**src/spi_map.vh**
```
// Register map, field positions and reset values of the serial port block.
// Assumes an AHB-Lite word bus; byte address of a register is four times its index.
//
// Summary of operation
// RULE1 - Slave role: select pin is always select input
// RULE2 - Master, fault detect on: select monitors faults
// RULE3 - Master, auto select: pin low during transfers
// RULE4 - Master, no fault, no output: pin released
// RULE5 - Fault: clear master and enable, set flag
// RULE6 - Others never pull our select while master
// RULE7 - Single transmit buffer: write loads shifter directly
// RULE8 - Write during transfer sets write collision flag
// RULE9 - Collision keeps current shift, drops new byte
// RULE10 - Slave write while receiving is a collision
// RULE11 - Write collision flag cleared only by software
// RULE12 - Completed byte copied into separate read buffer
// RULE13 - Byte while done still set: overrun, drop
// RULE14 - Done flag set when byte completes
// RULE15 - Interrupt when flag set and both enables
// RULE16 - Flags stay set until software clears them
// RULE17 - Master data write starts full duplex shifting
// RULE18 - Slave deselect mid byte: fill ones, idle
// RULE19 - Software disables port before changing configuration
// RULE20 - Auto select spans all clock edges
`ifndef SPI_MAP_VH
`define SPI_MAP_VH

// Register indices
`define IDX_CTRL       8'hf3
`define IDX_STATUS     8'hf4
`define IDX_DATA       8'hf5
`define IDX_IRQEN      8'hf6

// Control register fields
`define CTL_AUTO       7
`define CTL_EN         6
`define CTL_LSB        5
`define CTL_ROLE       4
`define CTL_CPOL       3
`define CTL_CPHA       2
`define CTL_RATE_HI    1
`define CTL_RATE_LO    0
`define CTL_RESET      8'h00

// Status register fields
`define ST_DONE        7
`define ST_COLL        6
`define ST_OVF         5
`define ST_MFLT        4
`define ST_FDD         3
`define STATUS_RESET   8'h00

// Interrupt enable fields
`define IE_PORT        0
`define IE_GLOBAL      1

// Serial clock half period at rate 0, in hclk cycles
`define HALF_BASE      8'h04

`endif

```
**src/spi_port.v**
```verilog
// Byte-wide serial port, master or slave, with select handling and error flags.
// Assumes an AHB-Lite master on hclk and pins asynchronous to hclk.
//
// Our own choices: the AHB-Lite interface to the registers and the register offsets.
`timescale 1ns/10ps
`default_nettype none
`include "spi_map.vh"
module spi_port #(
  parameter [7:0] HALF_BASE = `HALF_BASE
)(
  input  wire        hclk,
  input  wire        hresetn,
  input  wire        hsel,
  input  wire [31:0] haddr,
  input  wire [1:0]  htrans,
  input  wire        hwrite,
  input  wire [2:0]  hsize,
  input  wire [31:0] hwdata,
  input  wire        hready,
  output reg         hreadyout,
  output reg         hresp,
  output reg  [31:0] hrdata,
  input  wire        serial_clock_i,
  output reg         serial_clock_o,
  output reg         serial_clock_oe,
  input  wire        mosi_i,
  output wire        mosi_o,
  output reg         mosi_oe,
  input  wire        miso_i,
  output wire        miso_o,
  output reg         miso_oe,
  input  wire        select_n_i,
  output reg         select_n_o,
  output reg         select_n_oe,
  output reg         irq
);
  localparam [1:0] ST_IDLE  = 2'd0;
  localparam [1:0] ST_SETUP = 2'd1;
  localparam [1:0] ST_SHIFT = 2'd2;
  localparam [1:0] ST_HOLD  = 2'd3;

  reg  [7:0] ctrl_q;
  reg  [7:0] status_q;
  reg  [1:0] irqen_q;
  reg  [7:0] shift_q;
  reg  [7:0] rbuf_q;
  reg        rxbit_q;
  reg        dout_q;
  reg  [3:0] cnt_q;
  reg  [1:0] state_q;
  reg  [7:0] half_q;
  reg        sclk_prev_q;
  reg        wr_pend_q;
  reg  [7:0] wr_idx_q;
  wire [3:0] pins_s;
  wire       sclk_s;
  wire       sel_n_s;
  wire       mosi_s;
  wire       miso_s;

  // Pins pass two flip-flops before any logic reads them
  pin_sync #(
    .WIDTH (4)
  ) u_sync (
    .hclk      (hclk),
    .hresetn   (hresetn),
    .pins_in   ({serial_clock_i, select_n_i, mosi_i, miso_i}),
    .reset_val (4'hf),
    .pins_sync (pins_s)
  );
  assign sclk_s  = pins_s[3];
  assign sel_n_s = pins_s[2];
  assign mosi_s  = pins_s[1];
  assign miso_s  = pins_s[0];

  // Serial data leaves from one flop; enables decide which pin carries it
  assign mosi_o = dout_q;
  assign miso_o = dout_q;

  // Bit presented on the line for the current shifter contents
  function out_bit;
    input [7:0] sh;
    input       lsb;
    begin
      out_bit = lsb ? sh[0] : sh[7];
    end
  endfunction

  // Shift one received bit in from the far end of the shifter
  function [7:0] shift_in;
    input [7:0] sh;
    input       lsb;
    input       b;
    begin
      shift_in = lsb ? {b, sh[7:1]} : {sh[6:0], b};
    end
  endfunction

  // Pad the missing bits of an aborted byte with ones
  function [7:0] fill_ones;
    input [7:0] sh;
    input       lsb;
    input [3:0] n;
    integer     i;
    reg   [7:0] t;
    begin
      t = sh;
      for (i = 0; i < 8; i = i + 1) begin
        if (i < n)
          t = shift_in(t, lsb, 1'b1);
      end
      fill_ones = t;
    end
  endfunction

  wire       en     = ctrl_q[`CTL_EN];
  wire       master = ctrl_q[`CTL_ROLE];
  wire       lsb    = ctrl_q[`CTL_LSB];
  wire       cpol   = ctrl_q[`CTL_CPOL];
  wire       cpha   = ctrl_q[`CTL_CPHA];
  wire       fdd    = status_q[`ST_FDD];
  wire [7:0] half_len = HALF_BASE << ctrl_q[`CTL_RATE_HI:`CTL_RATE_LO];
  wire       m_tick   = (half_q == half_len - 8'h01);

  // Bus address phase accepted
  wire       addr_ok  = hsel & htrans[1] & hready;
  wire [7:0] a_idx    = haddr[9:2];
  wire       wr_data  = wr_pend_q & (wr_idx_q == `IDX_DATA);
  wire       wr_ctrl  = wr_pend_q & (wr_idx_q == `IDX_CTRL);
  wire       wr_stat  = wr_pend_q & (wr_idx_q == `IDX_STATUS);
  wire       wr_irqen = wr_pend_q & (wr_idx_q == `IDX_IRQEN);

  // Slave role: select is always an active-low input
  wire       slv_act   = en & ~master & ~sel_n_s;                                  // RULE1
  wire       slv_edge  = slv_act & (sclk_s != sclk_prev_q);
  wire       slv_lead  = slv_edge & (sclk_s != cpol);
  wire       slv_trail = slv_edge & (sclk_s == cpol);
  wire       m_edge    = (state_q == ST_SHIFT) & m_tick;
  wire       m_lead    = m_edge & ~cnt_q[0];
  wire       m_trail   = m_edge & cnt_q[0];
  wire       lead      = master ? m_lead : slv_lead;
  wire       trail     = master ? m_trail : slv_trail;
  wire       din       = master ? miso_s : mosi_s;
  wire [7:0] sh_next   = shift_in(shift_q, lsb, cpha ? din : rxbit_q);
  wire       byte_done = trail & (cnt_q == 4'hf);

  // Busy windows for collision detection, both roles
  wire       slv_busy  = slv_act & ((cnt_q != 4'h0) | ~cpha);                     // RULE10
  wire       busy      = (master & (state_q != ST_IDLE)) | slv_busy;
  wire       write_collision_flag_ev   = wr_data & busy;                                          // RULE8
  wire       load_ev   = wr_data & ~busy;                                         // RULE7

  // Mode fault: another master pulls our select while fault detect is on
  wire       fault_ev  = en & master & ~fdd & ~sel_n_s;                            // RULE2 RULE5

  // Slave deselected mid byte
  wire       slv_abort = en & ~master & sel_n_s & (cnt_q != 4'h0);

  // Any change to control bits 5:0 while enabled, or clearing enable, throws the transfer away
  wire       cfg_abort = wr_ctrl & en &
                         ((hwdata[5:0] != ctrl_q[5:0]) | ~hwdata[`CTL_EN]);

  // AHB-Lite slave: zero wait states, always OKAY, reads registered in the address phase
  always @(posedge hclk or negedge hresetn) begin
    if (!hresetn) begin
      hreadyout <= 1'b1;
      hresp     <= 1'b0;
      hrdata    <= 32'h0000_0000;
      wr_pend_q <= 1'b0;
      wr_idx_q  <= 8'h00;
    end else begin
      hreadyout <= 1'b1;
      hresp     <= 1'b0;
      wr_pend_q <= addr_ok & hwrite;
      wr_idx_q  <= a_idx;
      if (addr_ok & ~hwrite) begin
        case (a_idx)
          `IDX_CTRL:   hrdata <= {24'h00_0000, ctrl_q};
          `IDX_STATUS: hrdata <= {24'h00_0000, status_q[7:3], 3'h0};
          `IDX_DATA:   hrdata <= {24'h00_0000, rbuf_q};                          // RULE12
          `IDX_IRQEN:  hrdata <= {30'h0000_0000, irqen_q};
          default:     hrdata <= 32'h0000_0000;
        endcase
      end
    end
  end

  // Control and interrupt enable registers; fault clears master and enable at once
  always @(posedge hclk or negedge hresetn) begin
    if (!hresetn) begin
      ctrl_q  <= `CTL_RESET;
      irqen_q <= 2'b00;
    end else begin
      if (wr_ctrl)
        ctrl_q <= hwdata[7:0];
      if (fault_ev) begin
        ctrl_q[`CTL_ROLE] <= 1'b0;                                                // RULE5
        ctrl_q[`CTL_EN]   <= 1'b0;
      end
      if (wr_irqen)
        irqen_q <= hwdata[1:0];
    end
  end

  // Status flags: a zero written clears, a hardware set in the same cycle wins
  always @(posedge hclk or negedge hresetn) begin
    if (!hresetn) begin
      status_q <= `STATUS_RESET;
    end else begin
      if (wr_stat) begin
        status_q[`ST_DONE] <= status_q[`ST_DONE] & hwdata[`ST_DONE];              // RULE16
        status_q[`ST_COLL] <= status_q[`ST_COLL] & hwdata[`ST_COLL];              // RULE11
        status_q[`ST_OVF]  <= status_q[`ST_OVF] & hwdata[`ST_OVF];
        status_q[`ST_MFLT] <= status_q[`ST_MFLT] & hwdata[`ST_MFLT];
        status_q[`ST_FDD]  <= hwdata[`ST_FDD];
      end
      if (byte_done & ~status_q[`ST_DONE])
        status_q[`ST_DONE] <= 1'b1;                                               // RULE14
      if (byte_done & status_q[`ST_DONE])
        status_q[`ST_OVF] <= 1'b1;                                                // RULE13
      if (write_collision_flag_ev)
        status_q[`ST_COLL] <= 1'b1;                                               // RULE8
      if (fault_ev)
        status_q[`ST_MFLT] <= 1'b1;                                               // RULE5
    end
  end

  // Read buffer keeps the old byte on overrun
  always @(posedge hclk or negedge hresetn) begin
    if (!hresetn)
      rbuf_q <= 8'h00;
    else if (byte_done & ~status_q[`ST_DONE])
      rbuf_q <= sh_next;                                                          // RULE12 RULE13
  end

  // Shift engine shared by both roles
  always @(posedge hclk or negedge hresetn) begin
    if (!hresetn) begin
      shift_q     <= 8'h00;
      rxbit_q     <= 1'b0;
      dout_q      <= 1'b0;
      cnt_q       <= 4'h0;
      sclk_prev_q <= 1'b0;
    end else begin
      sclk_prev_q <= sclk_s;
      if (fault_ev | cfg_abort | ~en) begin
        cnt_q <= 4'h0;
      end else if (slv_abort) begin
        // Remaining receive bits become ones, then idle
        shift_q <= fill_ones(shift_q, lsb, 4'h8 - {1'b0, cnt_q[3:1]});           // RULE18
        cnt_q   <= 4'h0;
      end else if (load_ev) begin
        // Collision writes never reach here, so the running byte is untouched
        shift_q <= hwdata[7:0];                                                   // RULE7 RULE9
        dout_q  <= out_bit(hwdata[7:0], lsb);
        cnt_q   <= 4'h0;
      end else begin
        if (lead) begin
          if (cpha)
            dout_q <= out_bit(shift_q, lsb);
          else
            rxbit_q <= din;
          cnt_q <= cnt_q + 4'h1;
        end
        if (trail) begin
          shift_q <= sh_next;
          if (!cpha)
            dout_q <= out_bit(sh_next, lsb);
          cnt_q <= cnt_q + 4'h1;
        end
      end
    end
  end

  // Master sequencer: select setup, sixteen clock edges, select hold
  always @(posedge hclk or negedge hresetn) begin
    if (!hresetn) begin
      state_q        <= ST_IDLE;
      half_q         <= 8'h00;
      serial_clock_o <= 1'b0;
    end else begin
      if (fault_ev | cfg_abort | ~en | ~master) begin
        state_q        <= ST_IDLE;
        half_q         <= 8'h00;
        serial_clock_o <= cpol;
      end else begin
        case (state_q)
          ST_IDLE: begin
            serial_clock_o <= cpol;
            half_q         <= 8'h00;
            if (load_ev)
              state_q <= ST_SETUP;                                                // RULE17
          end
          ST_SETUP: begin
            half_q <= m_tick ? 8'h00 : half_q + 8'h01;
            if (m_tick)
              state_q <= ST_SHIFT;                                                // RULE20
          end
          ST_SHIFT: begin
            half_q <= m_tick ? 8'h00 : half_q + 8'h01;
            if (m_tick) begin
              serial_clock_o <= ~serial_clock_o;
              if (cnt_q == 4'hf)
                state_q <= ST_HOLD;
            end
          end
          ST_HOLD: begin
            half_q <= m_tick ? 8'h00 : half_q + 8'h01;
            if (m_tick)
              state_q <= ST_IDLE;                                                 // RULE20
          end
          default: begin
            state_q <= ST_IDLE;
          end
        endcase
      end
    end
  end

  // Pin direction and select output; select is released whenever it is not ours
  always @(posedge hclk or negedge hresetn) begin
    if (!hresetn) begin
      serial_clock_oe <= 1'b0;
      mosi_oe         <= 1'b0;
      miso_oe         <= 1'b0;
      select_n_o      <= 1'b1;
      select_n_oe     <= 1'b0;
    end else begin
      serial_clock_oe <= en & master;
      mosi_oe         <= en & master;
      miso_oe         <= slv_act;                                                 // RULE1
      select_n_oe     <= en & master & fdd & ctrl_q[`CTL_AUTO];                   // RULE3 RULE4
      select_n_o      <= (state_q == ST_IDLE);                                    // RULE3
    end
  end

  // One shared interrupt request, level while the done, mode fault or overrun flag stands
  always @(posedge hclk or negedge hresetn) begin
    if (!hresetn)
      irq <= 1'b0;
    else
      irq <= irqen_q[`IE_PORT] & irqen_q[`IE_GLOBAL] &
             (status_q[`ST_DONE] | status_q[`ST_MFLT] | status_q[`ST_OVF]);       // RULE15
  end

  // hsize is accepted but only word transfers are supported
  wire unused_ok = &{hsize, haddr[31:10], haddr[1:0], htrans[0], hwdata[31:8]};
endmodule
`default_nettype wire

```
**src/pin_sync.v**
```verilog
// Two-stage synchroniser for a group of pin inputs.
// Assumes the pins are asynchronous to hclk; the result is read only after stage two.
`timescale 1ns/10ps
`default_nettype none
module pin_sync #(
  parameter WIDTH = 4
)(
  input  wire             hclk,
  input  wire             hresetn,
  input  wire [WIDTH-1:0] pins_in,
  input  wire [WIDTH-1:0] reset_val,
  output reg  [WIDTH-1:0] pins_sync
);
  reg [WIDTH-1:0] meta_q;

  // Reset loads all ones; idle levels of select and clock are handled by the user
  always @(posedge hclk or negedge hresetn) begin
    if (!hresetn) begin
      meta_q    <= {WIDTH{1'b1}};
      pins_sync <= {WIDTH{1'b1}};
    end else begin
      meta_q    <= pins_in;
      pins_sync <= meta_q;
    end
  end

  // reset_val is kept for interface symmetry and not used inside
  wire unused_ok = &reset_val;
endmodule
`default_nettype wire

```
**config.mk**
```make
export PLATFORM = sky130hd
export DESIGN_NAME = spi_port
export DESIGN_NICKNAME = d
export VERILOG_FILES = /design/src/spi_port.v /design/src/pin_sync.v
export VERILOG_INCLUDE_DIRS = /design/src
export SDC_FILE = /design/constraint.sdc
export NUM_CORES = 1
export LEC_CHECK = 0
export ABC_AREA = 1
export BUFFER_PORTS_ARGS = -buffer_cell sky130_fd_sc_hd__clkbuf_2
export CORE_ASPECT_RATIO = 0.75
export CORE_MARGIN = 4
export CORE_UTILIZATION = 59
export CTS_CLUSTER_DIAMETER = 150
export DETAILED_ROUTE_END_ITERATION = 12
export GPL_ROUTABILITY_DRIVEN = 0
export PLACE_DENSITY = 0.92
export SLEW_MARGIN = 20
export SYNTH_ARGS = -nofsm -noshare
export SYNTH_HDL_FRONTEND = slang
export SYNTH_SLANG_ARGS = --single-unit
```
**constraint.sdc**
```tcl
create_clock -name hclk -period 4 [get_ports hclk]
set_clock_uncertainty 0.2 [all_clocks]
set_input_delay 0.8 -clock hclk [delete_from_list [all_inputs] [get_ports hclk]]
set_output_delay 0.8 -clock hclk [all_outputs]
set_load 0.03 [all_outputs]
```
### After elaboration in Yosys (flattened, before gate mapping)

Cells that the tools add are included.
W data, S select, Z words.

| cells by class | value |
|---|---|
| add/sub/neg operators | 4 |
| multiply operators | 0 |
| divide/modulo/power cells | 0 |
| magnitude comparators | 8 |
| equality and inequality tests | 22 |
| shift-type cells | 1 |
| muxes and demuxes | 61 |
| bitwise operators | 60 |
| reductions and logical operators | 17 |

Operators with widths:

| operator | number |
|---|---|
| $mux W8 | 24 |
| $eq A8 B8 Y1 const B | 8 |
| $and A1 B1 Y1 | 38 |
| $pmux W8 S4 | 1 |
| $mux W1 | 20 |
| $mux W4 | 5 |
| $lt A3 B4 Y1 const A | 4 |
| $pmux W8 S2 | 1 |
| $not A1 Y1 | 14 |
| $mux W2 | 6 |
| $reduce_bool A2 Y1 | 6 |
| $reduce_and A5 Y1 | 2 |
| $ne A3 B3 Y1 const B | 3 |
| $add A8 B1 Y8 const B | 1 |
| $eq A8 B8 Y1 | 1 |
| $lt A1 B4 Y1 const A | 2 |
| $lt A2 B4 Y1 const A | 2 |
| $or A1 B1 Y1 | 8 |
| $pmux W2 S4 | 1 |
| $shl A3 B2 Y8 const A | 1 |
| $sub A8 B1 Y8 const B | 1 |
| $mux W7 | 1 |
| $ne A6 B6 Y1 | 1 |
| $reduce_and A2 Y1 | 3 |
| 16 further kinds | 19 |

| storage, ports and cells | value |
|---|---|
| register bits after elaboration | 103 |
| latch bits | 0 |
| memory bits (writable) | 0 |
| bits in read-only memories | 0 |
| input bits | 78 |
| logic and storage cells | 200 |
| memories | 0 |

### Logic depth before layout (Yosys ltp)

Gate-level depths: netlist (run 1).

| depth | value |
|---|---|
| depth in word-level cells | 22 |
| mapped depth | 26 |

### Hierarchy

Synthesis (run 1) repeated with hierarchy kept, for this count alone.

| unflattened totals | value |
|---|---|
| cell total of the unflattened synthesis | 680 |
| area total of the unflattened synthesis | 5076.1 um^2 |

By module, submodules not included:

| module | times used | cells each | area each (um^2) | sequential area each (um^2) |
|---|---|---|---|---|
| spi_port | 1 | 672 | 4865.9 | 1778.0 |
| pin_sync | 1 | 8 | 210.2 | 210.2 |

### Least setup slack after synthesis (run 1)

No wires, ideal clock.

| timing | value |
|---|---|
| kind | reg-to-reg |
| start point | register cnt_q[1] |
| end point | register shift_q[6] |
| arrival | 2.281 ns |
| required time | 3.679 ns |
| setup slack | 1.399 ns |
| cell stages (with the launch flop) | 25 |
| buffers on the path | 2 |
| clock period less this slack | 2.601 ns |
| cells stage by stage | dfrtp_1 > inv_1 > ha_1 > inv_1 > nand2_1 > nand2_2 > buf_6 > nand3_4 > buf_6 > nand2_1 > nand2_2 > nand2_1 > nand3_2 > nand2_1 > nand3_2 > nand2_1 > nand2_1 > nor2_1 > nand3_1 > nand2_1 > nand2_1 > nand2_1 > nand3_1 > nand2_1 > a21oi_2 |

| between the ends | value |
|---|---|
| cells in the longest elaborated chain, start to end | 20 |

Ends and longest elaborated chain:

| element | line | text |
|---|---|---|
| from (decl) | spi_port.v:49 | `reg [3:0] cnt_q;` |
| from (signal assigned) | spi_port.v:263 | `cnt_q <= cnt_q + 4'h1;` |
| from (signal assigned) | spi_port.v:269 | `cnt_q <= cnt_q + 4'h1;` |
| $sub A4 B3 Y4 | spi_port.v:250 | `shift_q <= fill_ones(shift_q, lsb, 4'h8 - {1'b0, cnt_q[3:1]});` |
| $lt A1 B4 Y1 | spi_port.v:109 | `if (i < n)` |
| $mux W8 | spi_port.v:109 |  |
| $mux W8 | spi_port.v:248 | `end else if (slv_abort) begin` |
| $mux W8 | spi_port.v:246 | `if (fault_ev \| cfg_abort \| ~en) begin` |
| $mux W8 | spi_port.v:95 | `shift_in = lsb ? {b, sh[7:1]} : {sh[6:0], b};` |
| $mux W8 | spi_port.v:109 |  |
| $mux W8 | spi_port.v:95 |  |
| (+4 left out) | -- |  |
| $mux W8 | spi_port.v:109 |  |
| $mux W8 | spi_port.v:95 |  |
| $mux W8 | spi_port.v:109 |  |
| $mux W8 | spi_port.v:95 |  |
| $mux W8 | spi_port.v:109 |  |
| $mux W8 | spi_port.v:95 |  |
| $mux W8 | spi_port.v:109 |  |
| $mux W8 | spi_port.v:248 |  |
| to (signal assigned) | spi_port.v:250 |  |
| to (signal assigned) | spi_port.v:254 | `shift_q <= hwdata[7:0];` |
| to (signal assigned) | spi_port.v:266 | `shift_q <= sh_next;` |
| to (decl) | spi_port.v:45 | `reg [7:0] shift_q;` |

Parallel ways exist; a longest one is shown, timed or not. The select of a mux whose other input is x is not followed.
A chain may end at the register's enable or synchronous reset.

### Worst setup path after layout (run 1)

| timing | value |
|---|---|
| start point | register cnt_q[1] |
| end point | register shift_q[2] |

The elaborated chain is that of the path after synthesis.

==> results.yml, run 1 <==
hold_path:
  hp-class: "reg2reg"
worst_setup_path:
  critPathTopFamily: "simple AND/OR/NAND/NOR gates"
  critPathSlowestCell: "dfrtp_1"
  crit_path_cell_trace: "inv_1 -> ha_1 -> inv_1 -> nand2_1 -> nand2_2 -> nand2_2 -> inv_2 -> nand2_2 -> nand2_1 -> inv_1 -> nand2_1 -> nand3_2 -> o22ai_1 -> nand3_1 -> nand2_1 -> nand2_1 -> nand2_1 -> o2111ai_1 -> nand2_1 -> nand2_1"
  cp_common_cell: "nand2_1"
  cp.arrival_ps: 3240
  cp-end-kind: "flip-flop"
  cp_max_fo: 11
  path_buf_inv: 4
  timing_worst_setup_path_type: "reg2reg"
  required_ps: 4030
  crit_path_start_kind: "flip-flop"
  max_stage_delay_ps: 400
clock_network:
  cts_resized: 0
  cts-root-buf: "clkbuf_16"
  cts_tree: "built"
  cts.clk_slew.worst_paths_ps: 60
  postCtsSetupRepairBufs: 0
  clockBufferDepth: 2
  cts_made_buffers: 9
  cts_num_sinks: 79
  worstSkewPairLatency_ps: 350
  hold_buffers: 0
  cts_max_level: 3
floorplan:
  num_rows: 28
  core_area_um2: 8130
  io_pins: 121
  die_w_um: 115
  die_area_um2: 10100
  initial_core_util_pct: 62.3
  die_h_um: 88.2
layout:
  utilization_pct: 68.3
  num_antenna_cells: 0
  syn_to_final_growth_pct: 9.63
  final_common_cell: "nand2_1"
  final_cell_mix: "nand2_1, inv_1, dfrtp_1"
  fin_nets: 825
  final_layout_size_suffix_gt1_share_pct: 13.1
routing:
  drtIter0Drc: 654
  wl_per_cell_um: 15.7
  vias: 4973
  detail-route-antenna-nets: 0
  drc: 0
  dr.pass1.iters: 6
  via_per_inst: 5.88
  totalWireLength_um: 13300
global_route:
  first_global_vias: 4638
  grt_max_degree: 80
  grt_pass1_wl_um: 21800
  grt-ovfl-total: 0
  grtUsageTotal_pct: 27.1
  grt_antenna_before_repair: 0
run_status:
  status: "complete, no violations"
timing:
  fin_crit_sh_pct: 80.2
  tightest_slew_ps: 967
  fin_ws_ps: 792
  relSlewSlack_pct: 35.5
  period_needed_ps: 3210
  maxSlewViolCount: 0
  max_freq_ghz: 0.312
  whs_ps: 156
  hold_viol_final: 0
  rsz0062_at_grt: "no"
  setup_viol: 0
  fin_tns_setup_ps: 0
flow_run:
  cap_violations: 0
yosys:
  synth_area_per_cell_um2: 7.27
  synth-seq-cells: 79
  synth_ff_type: "dfrtp_1"
  yosysWarningCount: 0
  synth_edf_count: 0
  synthCells: 697
  yosysSeqAreaShare_pct: 39.3
  synthArstFlopShare_pct: 100
  ys_types: 45
  synth.cell_area_um2: 5060
place:
  dp_hpwl_um: 9570
  portBuffers: 42
  pre_cts_slack_ps: 882
pwr:
  ir_drop_mv: 0.441
  power.density_nw_per_um2: 632
  leakagePower_nw: 2.85
  power_mw: 3.51
[kinds of logic (layout without fill, tap and decap cells)]
logic type,Yosys count,after routing,share of synthesized area (%)
AND/OR/NAND/NOR,345,345,30.5
AO/OA/AOI/OAI,117,117,12.9
multiplexers,2,2,0.395
flip-flops,79,79,39.3
buffers and inverters,131,151,12.3
XOR/XNOR,10,10,1.73
adder cells (fa/ha/maj),11,11,2.72
other,2,26,0.148
[cells in the mapped netlist (3+ instances only)]
master	number	area, um^2
nand2_2	8	50.1
a21oi_1	20	100
inv_1	82	308
inv_2	6	22.5
clkbuf_1	3	11.3
dfstp_2	9	236
nor3_1	7	35.0
buf_2	8	40.0
o22ai_1	8	50.1
nand3_1	53	265
nor2_1	53	199
nand2_1	185	694
nand3_2	7	70.1
o211ai_1	4	30.0
dfrtp_1	70	1750
ha_1	11	138
o21ai_0	69	345
xor2_1	8	70.1
buf_4	28	210
nand4_1	21	131
[cell type report]
type                            count  area, um^2
Fill cell                         621        2570
Inverter                           90         338
Multi-Input combinational cell    511        2540
Clock inverter                      5        82.6
Timing Repair Buffer               45         235
Sequential cell                    79        1990
Clock buffer                       11         233
Tap cell                          105         131
[power breakdown]
part	internal, mW	switching [mW]
combinational	0.488	1.12
sequential	0.920	0.106
clock	0.546	0.324
[routing by layer]
| metal | wire length (um) | part of all wire [%] | track usage, % |
|---|---|---|---|
| met4 | 346 | 2.6 | 9.91 |
| met1 | 5250 | 40 | 34.6 |
| met2 | 6000 | 45 | 43.5 |
| met5 | 0 | 0 | 0 |
| met3 | 1670 | 13 | 9.02 |
[per-stage QoR]
step           instances  area, um^2
4_1_cts              846        5550
3_5_place_dp         830        5240
6_report             846        5550
5_1_grt              846        5550
3_3_place_gp         830        5240
2_1_floorplan        721        5150
[sequential cells by signal, summed over array words and instances (netlist names), 2 cells and up]
register	count
ctrl_q	8
half_q	8
hrdata	8
rbuf_q	8
shift_q	8
wr_idx_q	8
cnt_q	4
status_q	4
u_sync.meta_q	4
u_sync.pins_sync	4
irqen_q	2
state_q	2
[worst paths after layout]
| path | startpoint | end | slack (ps) | depth (start not counted) |
|---|---|---|---|---|
| max | cnt_q[1]$_DFFE_PN0P_ | shift_q[2]$_DFFE_PN0P_ | 790 | 20 |
| min | u_sync.meta_q[2]$_DFF_PN1_ | u_sync.pins_sync[2]$_DFF_PN1_ | 160 | 0 |
| max reg2reg | cnt_q[1]$_DFFE_PN0P_ | shift_q[2]$_DFFE_PN0P_ | 790 | 20 |
| min reg2reg | u_sync.meta_q[2]$_DFF_PN1_ | u_sync.pins_sync[2]$_DFF_PN1_ | 160 | 0 |
| max in group asynchronous | hresetn | rbuf_q[5]$_DFFE_PN0P_ | 2570 | 1 |
| min in group asynchronous | hresetn | half_q[0]$_DFF_PN0_ | 410 | 1 |
Power figures use the tool's default switching activity.
==> run 2: changes to the inputs <==
--- a/config.mk
+++ b/config.mk
@@ -6,15 +6,15 @@
 export SDC_FILE = /design/constraint.sdc
 export NUM_CORES = 1
 export LEC_CHECK = 0
-export ABC_AREA = 1
+export ABC_AREA = 0
 export BUFFER_PORTS_ARGS = -buffer_cell sky130_fd_sc_hd__clkbuf_2
 export CORE_ASPECT_RATIO = 0.75
 export CORE_MARGIN = 4
-export CORE_UTILIZATION = 59
+export CORE_UTILIZATION = 50
 export CTS_CLUSTER_DIAMETER = 150
 export DETAILED_ROUTE_END_ITERATION = 12
 export GPL_ROUTABILITY_DRIVEN = 0
-export PLACE_DENSITY = 0.92
+export PLACE_DENSITY = 0.83
 export SLEW_MARGIN = 20
 export SYNTH_ARGS = -nofsm -noshare
 export SYNTH_HDL_FRONTEND = slang
==> constraint.sdc (replaced) <==
create_clock -name hclk -period 2.6 [get_ports hclk]
set_clock_uncertainty 0.2 [all_clocks]
set_input_delay 0.52 -clock hclk [delete_from_list [all_inputs] [get_ports hclk]]
set_output_delay 0.52 -clock hclk [all_outputs]
set_load 0.03 [all_outputs]
==> run 2 against run 1 <==
Non-clock buffer count increased by 113. Routed wire length increased by 37%. Sequential power increased by 23%. The run now ends with negative hold slack, negative setup slack left. Area after synthesis increased by 6.4%. Utilization decreased by 0.70 points. Worst setup slack got worse by 1200 ps. Clock-buffer cell count decreased by 1. Combinational power decreased by 90%.
==> results.yml, run 2 <==
run_status:
  status: "finished, violations left"
  violations: "negative hold slack, negative setup slack"
routing:
  totalWireLength_um: 18200
  drc: 0
  wl_per_cell_um: 20.5
  dr.pass1.iters: 10
  drtIter0Drc: 1013
  via_per_inst: 6.48
  vias: 5750
  detail-route-antenna-nets: 0
yosys:
  yosysWarningCount: 0
  synth_top_cell_area_share_pct: 32.5
  synth_common_cells: "dfrtp_1, nor2_1, nand2_1"
  synth.cell_area_um2: 5390
  yosysSeqAreaShare_pct: 36.9
  synth_area_per_cell_um2: 8.77
  synthArstFlopShare_pct: 100
  synth-seq-cells: 79
  synth_top_area_cell: "dfrtp_1"
  synth.area.top_cells: "dfrtp_1, nor2_1, dfstp_2, buf_4, nand2_1"
  ys_types: 83
  synthCells: 615
  synth_ff_type: "dfrtp_1"
  synth_edf_count: 0
clock_network:
  cts_made_buffers: 9
  clockBufferDepth: 2
  cts_num_sinks: 79
  cts_max_level: 3
  worstSkewPairLatency_ps: 340
  cts-root-buf: "clkbuf_16"
  cts_tree: "built"
  hold_buffers: 0
  cts.clk_slew.worst_paths_ps: 60
worst_setup_path:
  crit_path_cell_trace: "inv_2 -> ha_4 -> and2b_4 -> a21o_4 -> buf_12 -> nor2_1 -> o21ai_4 -> a31oi_4 -> nor3_1 -> a31o_1 -> a32o_1 -> a31oi_1"
  cp_max_fo: 11
  reg2reg_depth: 12
  startpoint: "cnt_q[2]$_DFFE_PN0P_"
  max_stage_delay_ps: 400
  crit_path_start_kind: "flip-flop"
  worstReg2RegStart: "cnt_q[2]$_DFFE_PN0P_"
  setup.worst_path.end: "shift_q[2]$_DFFE_PN0P_"
  cp.depth: 12
  r2r-end: "shift_q[2]$_DFFE_PN0P_"
  critPathTopFamily: "compound AO/OA/AOI/OAI gates"
  path_buf_inv: 2
  cp-end-kind: "flip-flop"
  required_ps: 2640
  critPathSlowestCell: "dfrtp_1"
  r2r_slack_ps: -360
  timing_worst_setup_path_type: "reg2reg"
  cp.arrival_ps: 3010
global_route:
  grt_pass1_wl_um: 27700
  grt_antenna_before_repair: 0
  grtUsageTotal_pct: 27.4
  first_global_vias: 5579
  grt_max_degree: 80
  grt-ovfl-total: 0
layout:
  fin_nets: 835
  final_common_cell: "buf_4"
  syn_to_final_growth_pct: 30.6
  finalNonFillerCells: 887
  final_cell_mix: "buf_4, dfrtp_1, nor2_1"
  final_layout_size_suffix_gt1_share_pct: 34.2
  num_antenna_cells: 0
pwr:
  power.density_nw_per_um2: 420
  leakagePower_nw: 3.16
  ir_drop_mv: 0.391
timing:
  maxSlewViolCount: 0
  relSlewSlack_pct: 58.9
  fin_ws_ps: -365
  rsz0062_at_grt: "yes"
  period_needed_ps: 2960
  hold_viol_final: 7
  fin_crit_sh_pct: 114
  max_freq_ghz: 0.337
  setup_viol: 9
  tightest_slew_ps: 617
  whs_ps: -31.4
flow_run:
  cap_violations: 0
floorplan:
  die_h_um: 97.9
  die_w_um: 128
  io_pins: 121
  num_rows: 32
  core_area_um2: 10400
  initial_core_util_pct: 51.8
  die_area_um2: 12500
place:
  portBuffers: 42
  dpl.cell_count: 854
  dp_hpwl_um: 12100
hold_path:
  hp-class: "in2async"
[run 2: cell types whose count changed in the layout (fill, tap and decap cells not counted), moves of 8 or more]
| cell | delta |
|---|---|
| nor2_1 | +13 |
| nand4_1 | -14 |
| nand2_1 | -129 |
| o21ai_0 | -33 |
| nor3_1 | +10 |
| a21oi_1 | +12 |
| mux2i_1 | +14 |
| nand3_1 | -37 |
| inv_1 | -70 |
| nand2_2 | -8 |
| buf_4 | +105 |
| mux2_2 | +16 |
| o21ai_1 | +11 |
[run 2: cells by family (layout without fill, tap and decap cells)]
logic type	count (synthesis)	count (layout)	synth area share [%]
flip-flops	79	79	36.9
adder cells (fa/ha/maj)	11	11	2.55
buffers and inverters	78	190	8.24
AND/OR/NAND/NOR	221	221	20.3
XOR/XNOR	17	17	2.76
other	2	26	0.139
AO/OA/AOI/OAI	174	174	22.6
multiplexers	33	33	6.52
[run 2: report_power, final]
part	internal [mW]	total, mW	switching [mW]	leakage [nW]
sequential	1.25	1.27	0.0137	1.00
clock	1.03	1.52	0.491	0.173
combinational	0.0450	0.166	0.121	1.99
[run 2: through the flow]
| step | utilization [%] | setup WS [ps] | area, um^2 | total power [mW] | setup TNS [ps] |
|---|---|---|---|---|---|
| after floorplan | - | -23.6 | 5510 | 1.40 | -41.1 |
| after global placement | 60.2 | -247 | 6260 | 1.44 | -1560 |
| after detailed placement | 60.2 | -378 | 6260 | 1.45 | -2200 |
| after CTS | 65.4 | -252 | 6810 | 2.96 | -1660 |
| after global routing | 67.6 | -415 | 7040 | 3.04 | -3110 |
| final | 67.6 | -365 | 7040 | 2.96 | -2030 |
[run 2: cell type report]
class	instances	area, um^2
multi-input combinational	482	3330
inverter	16	60.1
clock buffer	10	229
clock inverter	6	133
fill	728	3370
timing repair buffer	158	1130
tap	136	170
sequential	79	1990
[run 2: repair_timing]
item | in CTS | in global routing
resized for setup | 26 | 34
pin swaps | 23 | 10
endpoints found under the setup margin | 16 | 33
setup buffers | 11 | 7
[run 2: metal layers]
| layer | up-vias | track usage (%) | wire length [um] |
|---|---|---|---|
| met1 | 2676 | 36.9 | 6720 |
| li1 | 2456 | - | - |
| met5 | - | 0 | 0 |
| met3 | 116 | 8.31 | 2480 |
| met2 | 502 | 42.2 | 8150 |
| met4 | 0 | 9.54 | 844 |
[run 2: worst min path at each step]
stage / end / slack [ps] / depth (start not counted)
3_3_place_gp: u_sync.pins_sync[0]$_DFF_PN1_ / 150 / 0
5_1_grt: half_q[2]$_DFF_PN0_ / 30 / 2
4_1_cts: rxbit_q$_DFFE_PN0P_ / 10 / 2
3_5_place_dp: u_sync.pins_sync[0]$_DFF_PN1_ / 150 / 0
2_1_floorplan: cnt_q[0]$_DFFE_PN0P_ / 20 / 0
6_report: half_q[3]$_DFF_PN0_ / -30 / 2
[run 2: worst reg2reg max path, cell delays in order (launching register included)]
cell and delay, ps:
dfrtp_1 400, inv_2 100, ha_4 140, and2b_4 200, a21o_4 220, buf_12 150
nor2_1 240, o21ai_4 140, a31oi_4 360, nor3_1 100, a31o_1 200, a32o_1 250
a31oi_1 180
